[config.mk]
export PLATFORM = sky130hd
export DESIGN_NAME = lpm_mode_ctrl
export DESIGN_NICKNAME = d
export VERILOG_FILES = /design/src/lpm_mode_ctrl.v /design/src/lpm_sync3.v /design/src/lpm_timer.v
export VERILOG_INCLUDE_DIRS = /design/src /design/src/src
export SDC_FILE = /design/constraint.sdc
export NUM_CORES = 1
export LEC_CHECK = 0
export BUFFER_PORTS_ARGS = -buffer_cell sky130_fd_sc_hd__buf_2
export CAP_MARGIN = 20
export CORE_AREA = 2 2 96 117
export CTS_CLUSTER_DIAMETER = 60
export DETAILED_ROUTE_END_ITERATION = 16
export DIE_AREA = 0 0 98 119
export PLACE_DENSITY = 0.86
export SLEW_MARGIN = 20
export SYNTH_ARGS = -nofsm -noshare
export SYNTH_HDL_FRONTEND = slang
export SYNTH_HIERARCHICAL = 1
export SYNTH_SLANG_ARGS = --single-unit
[constraint.sdc]
create_clock -name clk -period 5 [get_ports clk]
set_input_delay 0.75 -clock clk [delete_from_list [all_inputs] [get_ports clk]]
set_output_delay 0.75 -clock clk [all_outputs]
set_load 0.02 [all_outputs]
[src/lpm_map.vh]
// Mode codes, register offsets, field positions and timing constants.
`ifndef LPM_MAP_VH
`define LPM_MAP_VH
`define LPM_MODE_INIT 3'h0
`define LPM_MODE_NORMAL 3'h1
`define LPM_MODE_STOP 3'h2
`define LPM_MODE_SLEEP 3'h3
`define LPM_MODE_RESTART 3'h4
`define LPM_MODE_FAILSAFE 3'h5
`define LPM_CMD_NORMAL 2'h0
`define LPM_CMD_STOP 2'h1
`define LPM_CMD_SLEEP 2'h2
`define LPM_CMD_SOFTRST 2'h3
`define LPM_REG_MODE 4'h0
`define LPM_REG_CFG 4'h1
`define LPM_REG_STATUS 4'h2
`define LPM_REG_WAKE 4'h3
`define LPM_REG_LSBRK 4'h4
`define LPM_REG_RELEASE 4'h5
`define LPM_CFG_WD 0
`define LPM_CFG_HS 1
`define LPM_CFG_BD 2
`define LPM_CFG_CP 3
`define LPM_CFG_CAN 4
`define LPM_CFG_LIN 5
`define LPM_CFG_CSENSE 6
`define LPM_CFG_CWAKE 7
`define LPM_CFG_WKIN 8
`define LPM_CFG_FO 9
`define LPM_CFG_PARK 10
`define LPM_CFG_RESET 11'h000
`define LPM_STAT_CMDERR 3
`define LPM_STAT_TSD 4
`define LPM_STAT_DWELL 5
`define LPM_DWELL_MS 100
`define LPM_TSD_DELAY_MS 1000
`define LPM_CLK_KHZ 100000
`endif

[src/lpm_mode_ctrl.v]
// Low-power and fail-safe operating mode controller.
// Notes on behaviour
// - Stop: regulator on, other functions stay configured.
// - Stop: bridge and pump off, low sides allowed.
// - Sleep: regulator, timer off; bridge, pump off.
// - Sleep: transceivers keep wake-capable or off setting.
// - Sleep: bridge low sides may still brake.
// - Restart holds the reset output asserted.
// - Restart: functions off, regulator on or ramping.
// - Restart: transceiver woken, wake-capable or off.
// - Fail-safe switches every supplied function off.
// - Fail-safe forces both transceivers wake-capable.
// - Fail-safe entry clears wake flags; wake inputs stay as configured.
// - Fail-safe entry activates configured fail output.
// - Fail-safe lasts dwell time and until wake or thermal recovery.
// - Dwell wakes latched; restart after dwell expiry.
// - After thermal shutdown, restart one second after cooling.
// - Fail-safe entry disables parking braking.
// - Stop ignores writes except mode and status, sets command error.
// - Mode field 11 soft-resets into Init.
// - Accepted Sleep command drops reset output at once.
`include "lpm_map.vh"
module lpm_mode_ctrl #(
  parameter DWELL_CYC = `LPM_DWELL_MS * `LPM_CLK_KHZ,
  parameter TSD_CYC = `LPM_TSD_DELAY_MS * `LPM_CLK_KHZ
) (
  // Clock and reset
  input wire clk,
  input wire rst_n,
  // Register port
  input wire [3:0] reg_addr,
  input wire [15:0] reg_wdata,
  input wire reg_wr,
  input wire reg_rd,
  output reg [15:0] reg_rdata,
  // Fault and wake inputs from the analog side
  input wire fail_req,
  input wire regulator_thermal_shutdown,
  input wire can_wake,
  input wire lin_wake,
  input wire wake_inputs,
  input wire brake_req,
  // Function enables
  output wire main_regulator_output,
  output wire supervision_timer,
  output wire high_side_switches,
  output wire bridge_drivers,
  output wire bridge_low_sides,
  output wire charge_pump,
  output wire cyclic_sense,
  output wire cyclic_wake,
  output wire [1:0] can_state,
  output wire [1:0] lin_state,
  output wire wake_inputs_en,
  output wire fail_output_wake_pin,
  output wire parking_brake,
  output wire reset_output_pin_n
);
  localparam TRX_OFF = 2'h0;
  localparam TRX_WAKECAP = 2'h1;
  localparam TRX_ON = 2'h2;
  localparam TRX_WOKEN = 2'h3;

  reg [2:0] mode_r;
  reg [2:0] mode_nxt;
  reg [10:0] cfg_r;
  reg cmd_err_r;
  reg tsd_seen_r;
  reg [2:0] wake_flags_r;
  reg fo_r;
  reg park_dis_r;
  reg trx_woken_r;
  reg reset_low_r;
  wire fail_s;
  wire tsd_s;
  wire can_s;
  wire lin_s;
  wire wk_s;
  wire brk_s;
  wire [5:0] raw_in;
  wire [5:0] syn_in;
  wire dwell_done;
  wire tsd_done;
  wire enter_fs;
  wire any_wake;
  wire wr_mode;

  assign raw_in = {fail_req, regulator_thermal_shutdown, can_wake, lin_wake, wake_inputs,
                   brake_req};
  genvar gi;
  generate
    for (gi = 0; gi < 6; gi = gi + 1)
    begin : g_sync
      lpm_sync3 u_sync (
        .clk(clk),
        .rst_n(rst_n),
        .d_in(raw_in[gi]),
        .q_out(syn_in[gi])
      );
    end
  endgenerate
  assign {fail_s, tsd_s, can_s, lin_s, wk_s, brk_s} = syn_in;

  // Maps a stored transceiver enable to its low-power state.
  function [1:0] lp_trx;
    input en;
    begin
      lp_trx = en ? TRX_WAKECAP : TRX_OFF;
    end
  endfunction

  assign wr_mode = reg_wr && (reg_addr == `LPM_REG_MODE);
  assign enter_fs = (fail_s || tsd_s) && (mode_r != `LPM_MODE_FAILSAFE);
  assign any_wake = (wake_flags_r != 3'h0);

  lpm_timer #(.CNT_W(28)) u_dwell (
    .clk(clk),
    .rst_n(rst_n),
    .load(enter_fs),
    .load_val(DWELL_CYC[27:0]),
    .run(mode_r == `LPM_MODE_FAILSAFE),
    .expired(dwell_done)
  );
  lpm_timer #(.CNT_W(28)) u_tsd (
    .clk(clk),
    .rst_n(rst_n),
    .load(tsd_s),
    .load_val(TSD_CYC[27:0]),
    .run(mode_r == `LPM_MODE_FAILSAFE),
    .expired(tsd_done)
  );

  // Next mode from commands, faults and fail-safe exit conditions.
  always @*
  begin
    mode_nxt = mode_r;
    if (enter_fs)
      mode_nxt = `LPM_MODE_FAILSAFE;
    else if (mode_r == `LPM_MODE_FAILSAFE)
    begin
      if (dwell_done && !tsd_s && tsd_seen_r && tsd_done)
        mode_nxt = `LPM_MODE_RESTART;
      else if (dwell_done && any_wake)
        mode_nxt = `LPM_MODE_RESTART;
    end
    else if (mode_r == `LPM_MODE_RESTART)
      mode_nxt = `LPM_MODE_INIT;
    else if (wr_mode)
    begin
      case (reg_wdata[1:0])
        `LPM_CMD_SOFTRST: mode_nxt = `LPM_MODE_INIT;
        `LPM_CMD_NORMAL: mode_nxt = `LPM_MODE_NORMAL;
        `LPM_CMD_STOP:
          if (mode_r == `LPM_MODE_NORMAL)
            mode_nxt = `LPM_MODE_STOP;
          else if (mode_r == `LPM_MODE_INIT)
            mode_nxt = `LPM_MODE_NORMAL;
        `LPM_CMD_SLEEP:
          if (mode_r == `LPM_MODE_NORMAL)
            mode_nxt = `LPM_MODE_SLEEP;
          else if (mode_r == `LPM_MODE_STOP)
            mode_nxt = `LPM_MODE_RESTART;
          else
            mode_nxt = `LPM_MODE_NORMAL;
        default: mode_nxt = mode_r;
      endcase
    end
  end

  // Mode, configuration and flags.
  always @(posedge clk or negedge rst_n)
  begin
    if (!rst_n)
    begin
      mode_r <= `LPM_MODE_INIT;
      cfg_r <= `LPM_CFG_RESET;
      cmd_err_r <= 1'b0;
      tsd_seen_r <= 1'b0;
      wake_flags_r <= 3'h0;
      fo_r <= 1'b0;
      park_dis_r <= 1'b0;
      trx_woken_r <= 1'b0;
      reset_low_r <= 1'b1;
    end
    else
    begin
      mode_r <= mode_nxt;
      if (wr_mode && reg_wdata[1:0] == `LPM_CMD_SOFTRST && !enter_fs)
        cfg_r <= `LPM_CFG_RESET;
      else if (reg_wr && reg_addr == `LPM_REG_CFG)
      begin
        if (mode_r == `LPM_MODE_NORMAL || mode_r == `LPM_MODE_INIT)
          cfg_r <= reg_wdata[10:0];
      end
      if (reg_wr && (mode_r == `LPM_MODE_STOP) && reg_addr != `LPM_REG_MODE
          && reg_addr != `LPM_REG_STATUS)
        cmd_err_r <= 1'b1;
      else if (wr_mode && (mode_r == `LPM_MODE_INIT)
               && reg_wdata[1:0] == `LPM_CMD_SLEEP)
        cmd_err_r <= 1'b1;
      else if (wr_mode && (mode_r == `LPM_MODE_STOP)
               && reg_wdata[1:0] == `LPM_CMD_SLEEP)
        cmd_err_r <= 1'b1;
      else if (reg_wr && reg_addr == `LPM_REG_STATUS && reg_wdata[`LPM_STAT_CMDERR])
        cmd_err_r <= 1'b0;
      if (tsd_s)
        tsd_seen_r <= 1'b1;
      else if (mode_r != `LPM_MODE_FAILSAFE)
        tsd_seen_r <= 1'b0;
      if (enter_fs)
      begin
        wake_flags_r <= 3'h0;
        fo_r <= cfg_r[`LPM_CFG_FO];
        park_dis_r <= 1'b1;
      end
      else
      begin
        if (mode_r == `LPM_MODE_FAILSAFE || mode_r == `LPM_MODE_SLEEP
            || mode_r == `LPM_MODE_STOP)
          wake_flags_r <= wake_flags_r | {can_s, lin_s, wk_s && cfg_r[`LPM_CFG_WKIN]};
        else if (reg_wr && reg_addr == `LPM_REG_WAKE)
          wake_flags_r <= wake_flags_r & ~reg_wdata[2:0];
        if (reg_wr && reg_addr == `LPM_REG_RELEASE && mode_r != `LPM_MODE_STOP)
        begin
          fo_r <= 1'b0;
          park_dis_r <= 1'b0;
        end
      end
      trx_woken_r <= (mode_r == `LPM_MODE_FAILSAFE || mode_r == `LPM_MODE_SLEEP)
                     && (wake_flags_r[2:1] != 2'h0);
      if (mode_nxt == `LPM_MODE_SLEEP || mode_nxt == `LPM_MODE_RESTART
          || mode_nxt == `LPM_MODE_FAILSAFE)
        reset_low_r <= 1'b1;
      else
        reset_low_r <= 1'b0;
    end
  end

  // Function enables derived from mode and frozen configuration.
  assign main_regulator_output = (mode_r != `LPM_MODE_SLEEP)
                                 && (mode_r != `LPM_MODE_FAILSAFE);
  assign supervision_timer = (mode_r == `LPM_MODE_NORMAL || mode_r == `LPM_MODE_STOP
                              || mode_r == `LPM_MODE_INIT) && cfg_r[`LPM_CFG_WD];
  assign high_side_switches = (mode_r == `LPM_MODE_NORMAL || mode_r == `LPM_MODE_STOP
                               || mode_r == `LPM_MODE_SLEEP) && cfg_r[`LPM_CFG_HS];
  assign bridge_drivers = (mode_r == `LPM_MODE_NORMAL) && cfg_r[`LPM_CFG_BD];
  assign charge_pump = (mode_r == `LPM_MODE_NORMAL) && cfg_r[`LPM_CFG_CP];
  assign bridge_low_sides = brk_s && !park_dis_r && (mode_r == `LPM_MODE_NORMAL
                            || mode_r == `LPM_MODE_STOP || mode_r == `LPM_MODE_SLEEP);
  assign cyclic_sense = (mode_r == `LPM_MODE_NORMAL || mode_r == `LPM_MODE_STOP
                         || mode_r == `LPM_MODE_SLEEP) && cfg_r[`LPM_CFG_CSENSE];
  assign cyclic_wake = (mode_r == `LPM_MODE_NORMAL || mode_r == `LPM_MODE_STOP
                        || mode_r == `LPM_MODE_SLEEP) && cfg_r[`LPM_CFG_CWAKE];
  assign can_state = (mode_r == `LPM_MODE_FAILSAFE) ? TRX_WAKECAP :
                     (mode_r == `LPM_MODE_SLEEP) ? lp_trx(cfg_r[`LPM_CFG_CAN]) :
                     (mode_r == `LPM_MODE_RESTART) ? (trx_woken_r ? TRX_WOKEN :
                       lp_trx(cfg_r[`LPM_CFG_CAN])) :
                     (mode_r == `LPM_MODE_INIT) ? TRX_OFF :
                     (cfg_r[`LPM_CFG_CAN] ? TRX_ON : TRX_OFF);
  assign lin_state = (mode_r == `LPM_MODE_FAILSAFE) ? TRX_WAKECAP :
                     (mode_r == `LPM_MODE_SLEEP) ? lp_trx(cfg_r[`LPM_CFG_LIN]) :
                     (mode_r == `LPM_MODE_RESTART) ? (trx_woken_r ? TRX_WOKEN :
                       lp_trx(cfg_r[`LPM_CFG_LIN])) :
                     (mode_r == `LPM_MODE_INIT) ? TRX_OFF :
                     (cfg_r[`LPM_CFG_LIN] ? TRX_ON : TRX_OFF);
  assign wake_inputs_en = cfg_r[`LPM_CFG_WKIN]
                          && (mode_r != `LPM_MODE_INIT);
  assign fail_output_wake_pin = fo_r;
  assign parking_brake = cfg_r[`LPM_CFG_PARK] && !park_dis_r;
  assign reset_output_pin_n = ~reset_low_r;

  // Register read port with one cycle latency.
  always @(posedge clk or negedge rst_n)
  begin
    if (!rst_n)
      reg_rdata <= 16'h0000;
    else if (reg_rd)
    begin
      case (reg_addr)
        `LPM_REG_MODE: reg_rdata <= {13'h0000, mode_r};
        `LPM_REG_CFG: reg_rdata <= {5'h00, cfg_r};
        `LPM_REG_STATUS: reg_rdata <= {10'h000, !dwell_done, tsd_seen_r, cmd_err_r, mode_r};
        `LPM_REG_WAKE: reg_rdata <= {13'h0000, wake_flags_r};
        `LPM_REG_LSBRK: reg_rdata <= {14'h0000, park_dis_r, fo_r};
        default: reg_rdata <= 16'h0000;
      endcase
    end
    else
      reg_rdata <= 16'h0000;
  end
endmodule // lpm_mode_ctrl

[src/lpm_sync3.v]
// Three-flop synchroniser for an asynchronous input level.
module lpm_sync3 (
  // Clock and reset
  input wire clk,
  input wire rst_n,
  // Data
  input wire d_in,
  output reg q_out
);
  reg s1_r;
  reg s2_r;
  reg s3_r;
  always @(posedge clk or negedge rst_n)
  begin
    if (!rst_n)
    begin
      s1_r <= 1'b0;
      s2_r <= 1'b0;
      s3_r <= 1'b0;
      q_out <= 1'b0;
    end
    else
    begin
      s1_r <= d_in;
      s2_r <= s1_r;
      s3_r <= s2_r;
      if (s2_r == s3_r)
        q_out <= s3_r;
    end
  end
endmodule // lpm_sync3

[src/lpm_timer.v]
// Down counter that reports expiry of a loaded delay.
module lpm_timer #(
  parameter CNT_W = 27
) (
  // Clock and reset
  input wire clk,
  input wire rst_n,
  // Control
  input wire load,
  input wire [CNT_W-1:0] load_val,
  input wire run,
  output wire expired
);
  reg [CNT_W-1:0] cnt_r;
  always @(posedge clk or negedge rst_n)
  begin
    if (!rst_n)
      cnt_r <= {CNT_W{1'b0}};
    else if (load)
      cnt_r <= load_val;
    else if (run && cnt_r != {CNT_W{1'b0}})
      cnt_r <= cnt_r - {{(CNT_W-1){1'b0}}, 1'b1};
  end
  assign expired = (cnt_r == {CNT_W{1'b0}});
endmodule // lpm_timer

==> flow_metrics.py, run 1 <==
metrics = {
    "critical_path": {
        "crit_end": "u_dwell/cnt_r[9]",
        "r2r_start": "mode_r[1]",
        "start_kind": "flop",
        "setup.worst_path.end_class": "flop",
        "crit_path_top_delay_cell": "or4_2",
        "critical_path.max_stage_delay_ps": 610,
        "required_ps": 5350,
        "worstSetupStartpoint": "mode_r[1]",
        "cp_max_fo": 16,
        "reg2reg_to": "u_dwell/cnt_r[9]",
        "ff2ff_setup_slack_ps": 1690,
        "crit_path_cell_trace": "nand3b_2, inv_2, nor3b_1, nand2_1, or4_2, or4_1, nand3_1",
        "crit_type": "flop to flop",
        "r2r_cells": 7,
        "cp.arrival_ps": 3660,
    },
    "logic_synthesis": {
        "syn_area_per_cell_um2": 9.65,
        "netlist_area_um2": 6190,
        "syn_inst": 642,
        "synth-edff-count": 0,
        "synthDistinctLibCells": 81,
        "ys_ff_latch": 114,
        "synthTopCellsByCount": "dfrtp_1 (113), nand2_1 (50), nor2_1 (49)",
        "yosysMostFrequentCell": "dfrtp_1",
        "synthTopCellsByArea": "dfrtp_1 (46%), nand2_1 (3.0%), or4_1 (3.0%)",
        "yosysWarnings": 6,
        "synth_flop_cell": "dfrtp_1",
        "ys_seq_area_frac": 0.461,
        "synth_largest_area_cell": "dfrtp_1",
        "async_flop_share": 1.00,
        "synth_top_cell_area_share": 0.457,
    },
    "power_and_ir_drop": {
        "p_total_uw": 2950,
        "power_density_nw_per_um2": 408,
        "ir_worst_vdd_mv": 0.265,
        "power_leakage_uw": 0.00303,
    },
    "floorplanning": {
        "dieHeight_um": 119,
        "die_area_um2": 11700,
        "core_area_um2": 10700,
        "num_rows": 42,
        "start_util": 0.580,
        "ios": 62,
        "chipWidth_um": 98,
    },
    "clock_tree": {
        "clock_latency_ps": 420,
        "post_cts_resized": 0,
        "cts_made_buffers": 17,
        "ctsLongestPathBuffers": 2,
        "root_buffer": "clkbuf_16",
        "holdBufCountCts": 0,
        "cts_tree": "done",
        "h-tree-depth": 4,
        "clk_pin_slew_worst_paths_ps": 60,
        "cts_sinks": 114,
        "cts_setup_buffers": 0,
    },
    "status": {
        "status": "complete, no violations",
    },
    "cells_and_area": {
        "multi_input_area_um2": 3280,
        "seqCellArea_um2": 2850,
        "area.growth.synth_to_final_pct": 17.0,
        "fill_cells": 799,
        "nNetsFinal": 772,
        "design_area_um2": 7250,
        "drive_above_1_share": 0.177,
        "num_antenna_cells": 0,
    },
    "routing": {
        "antenna_left": 0,
        "routed_via_density": 6.25,
        "vias": 5523,
        "first_pass_iters": 6,
        "wire_per_inst_um": 17.3,
        "drt_wl_total_um": 15300,
        "drtIter0Drc": 353,
        "drc_errors": 0,
    },
    "place": {
        "dpl_cell_area_um2": 6670,
        "port_buffers": 51,
        "globalplace.congestion": 0.929,
        "hpwl_um": 9500,
    },
    "timing": {
        "final_max_slew_viol_count": 0,
        "whs_ps": 351,
        "worstMarginPinSlew_ps": 897,
        "min_period_ps": 3310,
        "finalClockSkew_ps": 7.53,
        "setup_violations": 0,
        "rsz0062_at_grt": "false",
        "fmax_mhz": 302,
        "fin_tns_setup_ps": 0,
        "relSlewSlack": 0.402,
        "timing.final.crit_share": 0.662,
        "hold_violations": 0,
    },
    "global_route": {
        "grt_first_pass_wirelength_um": 25500,
        "grt_antenna_before_repair": 0,
        "grt_pass1_vias": 5395,
        "grt_max_degree": 72,
        "grtUsageTotal": 0.270,
        "grt_overflow": 0,
    },
    "worst_hold_path": {
        "hp-class": "flop to flop",
        "hold_path.startpoint": "g_sync[1].u_sync/s1_r",
    },
    "flow_run": {
        "cap_violations": 0,
    },
}
[layout make-up]
class,instances,share of cell area
Clock inverter,13,0.0173
Clock buffer,19,0.0625
Inverter,22,0.0114
Sequential cell,114,0.394
Tap cell,132,0.0228
Multi-Input combinational cell,528,0.452
Timing Repair Buffer,55,0.0397
[layer usage]
| metal | up-vias | track usage | wire (µm) |
|---|---|---|---|
| li1 | 2540 | - | - |
| met1 | 2668 | 0.332 | 6030 |
| met2 | 253 | 0.447 | 7790 |
| met3 | 62 | 0.0698 | 985 |
| met4 | 0 | 0.122 | 512 |
| met5 | - | 0 | 0 |
[worst max-delay path: cells and delay by family (launching register included)]
kind / cells / cell delay (ps)
and+or+nand+nor: 6 / 2380
DFF: 1 / 590
buffers and inverters: 1 / 260
[how the worst min path moves through the flow]
stage                                       end  depth (start not counted)  slack [ps]
after global routing      g_sync[1].u_sync/s2_r                          0         360
after CTS                 g_sync[1].u_sync/s2_r                          0         350
final                     g_sync[1].u_sync/s2_r                          0         350
after floorplan           g_sync[0].u_sync/s2_r                          0         330
after detailed placement  g_sync[1].u_sync/s2_r                          0         340
after global placement    g_sync[1].u_sync/s2_r                          0         330
[cell usage in the layout (no fill, tap or decap), types with 6 or more instances in the layout]
| cell | instances |
|---|---|
| or4_1 | 25 |
| a21oi_1 | 10 |
| o21ai_0 | 32 |
| conb_1 | 61 |
| clkbuf_16 | 17 |
| buf_2 | 50 |
| a31oi_1 | 28 |
| nand2_1 | 50 |
| dfrtp_1 | 113 |
| o21ai_1 | 7 |
| nand2b_1 | 7 |
| nor3_1 | 15 |
| inv_1 | 16 |
| o211ai_1 | 10 |
| nor4_1 | 12 |
| xnor2_1 | 14 |
| nor2b_1 | 8 |
| nand4_1 | 15 |
| nand3_1 | 27 |
| nor2_1 | 49 |
| and2_1 | 15 |
| a22o_1 | 12 |
| maj3_2 | 6 |
| or3_1 | 13 |
| o31ai_1 | 13 |
[kinds of logic after synthesis]
| logic type | synth area share |
|---|---|
| compound gates | 0.174 |
| buf+inv | 0.0463 |
| other cells | 0.00121 |
| xor+xnor | 0.0240 |
| simple gates | 0.269 |
| mux | 0.00485 |
| flops | 0.461 |
| fa+ha+maj | 0.0190 |
[state kept, by name (all words and copies together), names as in the netlist, 3 cells and up]
register and flops:
g_sync.u_sync/s1_r 6, g_sync.u_sync/q_out 6, g_sync.u_sync/s2_r 6, reg_rdata 11, g_sync.u_sync/s3_r 6, cfg_r 11
u_tsd/cnt_r 28, wake_flags_r 3, u_dwell/cnt_r 28, mode_r 3
[metrics by stage]
stage               setup slack (ps)   util  std cells
finish                          1690  0.679        883
global route                    1470  0.679        883
CTS                             1750  0.679        883
detailed placement              1780  0.625        851
global placement                1870  0.625        851
floorplan                       2440      -        701
[report_power, final]
group,switching (µW),internal (µW)
registers,203,1080
logic,281,216
clock network,455,716
total,938,2010
No activity file was read; power rests on OpenSTA's default activity.
==> run 2, diff against run 1 <==
--- a/config.mk
+++ b/config.mk
@@ -8,11 +8,11 @@
 export LEC_CHECK = 0
 export BUFFER_PORTS_ARGS = -buffer_cell sky130_fd_sc_hd__buf_2
 export CAP_MARGIN = 20
-export CORE_AREA = 2 2 96 117
+export CORE_AREA = 2 2 101 123
 export CTS_CLUSTER_DIAMETER = 60
 export DETAILED_ROUTE_END_ITERATION = 16
-export DIE_AREA = 0 0 98 119
-export PLACE_DENSITY = 0.86
+export DIE_AREA = 0 0 103 125
+export PLACE_DENSITY = 0.83
 export SLEW_MARGIN = 20
 export SYNTH_ARGS = -nofsm -noshare
 export SYNTH_HDL_FRONTEND = slang
==> constraint.sdc (replaced) <==
create_clock -name clk -period 2.8 [get_ports clk]
set_input_delay 0.42 -clock clk [delete_from_list [all_inputs] [get_ports clk]]
set_output_delay 0.42 -clock clk [all_outputs]
set_load 0.02 [all_outputs]
==> run 2 against run 1 <==
Compared with the run above:
- sequential cell count stayed put
- sequential power is 79% higher
- first-iteration DRC count is 3.7% lower
- count of clock-buffer cells in the layout is 2 lower
- critical path type unchanged
- critical endpoint is now u_dwell/cnt_r[23]
==> flow_metrics.py, run 2 (synthesis gave the netlist of run 1 again) <==
metrics = {
    "status": {
        "status": "complete, no violations",
    },
    "routing": {
        "drc_errors": 0,
        "drt_wl_total_um": 15100,
        "antenna_left": 0,
        "routed_via_density": 6.02,
        "drtIter0Drc": 340,
        "wire_per_inst_um": 16.4,
        "first_pass_iters": 5,
        "vias": 5571,
    },
    "critical_path": {
        "cp_top_family": "simple AND/OR/NAND/NOR gates",
        "cp.arrival_ps": 2970,
        "critPathBufInv": 0,
        "critical_path.max_stage_delay_ps": 680,
        "start_kind": "flop",
        "crit_type": "flop to flop",
        "ff2ff_setup_slack_ps": 170,
        "cp_max_fo": 9,
        "required_ps": 3140,
        "crit_path_top_delay_cell": "or4_1",
        "r2r_start": "u_dwell/cnt_r[4]",
        "crit_path_cell_trace": "or3_4, or3_4, or4_1, or4_1, a31oi_1",
        "r2r_cells": 5,
        "setup.worst_path.end_class": "flop",
        "reg2reg_to": "u_dwell/cnt_r[23]",
    },
    "timing": {
        "worstMarginPinSlew_ps": 755,
        "final_max_slew_viol_count": 0,
        "timing.final.crit_share": 0.940,
        "fmax_mhz": 380,
        "min_period_ps": 2630,
        "fin_ws_ps": 168,
        "hold_violations": 0,
        "finalClockSkew_ps": 8.17,
        "whs_ps": 68.1,
        "fin_tns_setup_ps": 0,
        "setup_violations": 0,
        "relSlewSlack": 0.496,
        "rsz0062_at_grt": "false",
    },
    "floorplanning": {
        "start_util": 0.526,
        "ios": 62,
        "core_area_um2": 11800,
        "die_area_um2": 12900,
        "num_rows": 44,
        "dieHeight_um": 125,
        "chipWidth_um": 103,
    },
    "global_route": {
        "grt_pass1_vias": 5561,
        "use_met1": 0.298,
        "grt_first_pass_wirelength_um": 25600,
        "grt_antenna_before_repair": 0,
        "grt_util_met2": 0.423,
        "grt_overflow": 0,
        "busiest_layer": "met2",
        "use_met3": 0.0503,
        "grtUsageTotal": 0.249,
        "grt_max_degree": 60,
    },
    "cells_and_area": {
        "drive_above_1_share": 0.191,
        "largestRegisters": "u_dwell/cnt_r (28), u_tsd/cnt_r (28)",
        "nNetsFinal": 786,
        "fill_cells": 949,
        "layout_common_cells": "dfrtp_1 (113), conb_1 (61), nand2_1 (50), buf_2 (50), nor2_1 (49)",
        "num_antenna_cells": 0,
        "area.growth.synth_to_final_pct": 20.3,
        "final_common_cell": "dfrtp_1",
    },
    "place": {
        "hpwl_um": 10200,
        "port_buffers": 51,
        "globalplace.congestion": 0.922,
        "post-place-ws_ps": 202,
    },
    "clock_tree": {
        "holdBufCountCts": 0,
        "cts_setup_buffers": 0,
        "clock_latency_ps": 420,
        "post_cts_resized": 0,
        "cts_sinks": 114,
        "clk_pin_slew_worst_paths_ps": 60,
        "h-tree-depth": 4,
        "root_buffer": "clkbuf_16",
        "cts_tree": "done",
        "ctsLongestPathBuffers": 2,
        "cts_made_buffers": 17,
    },
    "flow_run": {
        "cap_violations": 0,
    },
    "power_and_ir_drop": {
        "ir_worst_vdd_mv": 0.393,
        "power_leakage_uw": 0.00312,
        "power_density_nw_per_um2": 739,
    },
    "worst_hold_path": {
        "hp-class": "primary input to async pin",
    },
}
==> run 2: cell type report <==
type / count / area [µm²] / area share
clock buffer: 17 / 425 / 0.0571
clock inverter: 14 / 204 / 0.0274
inverter: 22 / 82.6 / 0.0111
multi-input combinational: 528 / 3280 / 0.440
sequential: 114 / 2850 / 0.383
tap: 161 / 201 / 0.0270
timing repair buffer: 69 / 405 / 0.0544
==> run 2: worst reg2reg max path, delay by kind of cell (launching register included) <==
kind | cells | cell delay (ps)
flip-flops | 1 | 430
AND/OR/NAND/NOR | 4 | 1910
AO/OA/AOI/OAI | 1 | 200
==> run 2: stage by stage <==
step,total power (µW),instance area (µm²),cells,util
CTS,5510,7450,925,0.632
global route,5760,7450,925,0.632
detailed placement,3200,6820,894,0.579
global placement,3110,6820,894,0.579
floorplan,2870,6410,701,-
finish,5510,7450,925,0.632
==> run 2: power by group <==
group / leakage, µW / switching [µW] / total [µW] / internal, µW
Clock: 0.000297 / 812 / 2310 / 1500
Sequential: 0.00136 / 357 / 2290 / 1930
Combinational: 0.00146 / 496 / 908 / 412
==> run 2: how the worst max path moves through the flow <==
stage,from,to,slack [ps],cells past startpoint
2_1_floorplan,mode_r[1],u_dwell/cnt_r[23],240,8
3_3_place_gp,u_dwell/cnt_r[4],u_dwell/cnt_r[23],260,5
3_5_place_dp,u_dwell/cnt_r[4],u_dwell/cnt_r[23],200,5
4_1_cts,u_dwell/cnt_r[4],u_dwell/cnt_r[23],190,5
5_1_grt,u_dwell/cnt_r[4],u_dwell/cnt_r[23],110,5
6_report,u_dwell/cnt_r[4],u_dwell/cnt_r[23],170,5
==> run 2: routing by layer <==
layer,part of all wire,up-vias,routed length (µm)
met5,0,-,0
met1,0.39,2720,5950
met3,0.057,52,869
met2,0.52,236,7860
li1,-,2563,-
met4,0.030,0,461
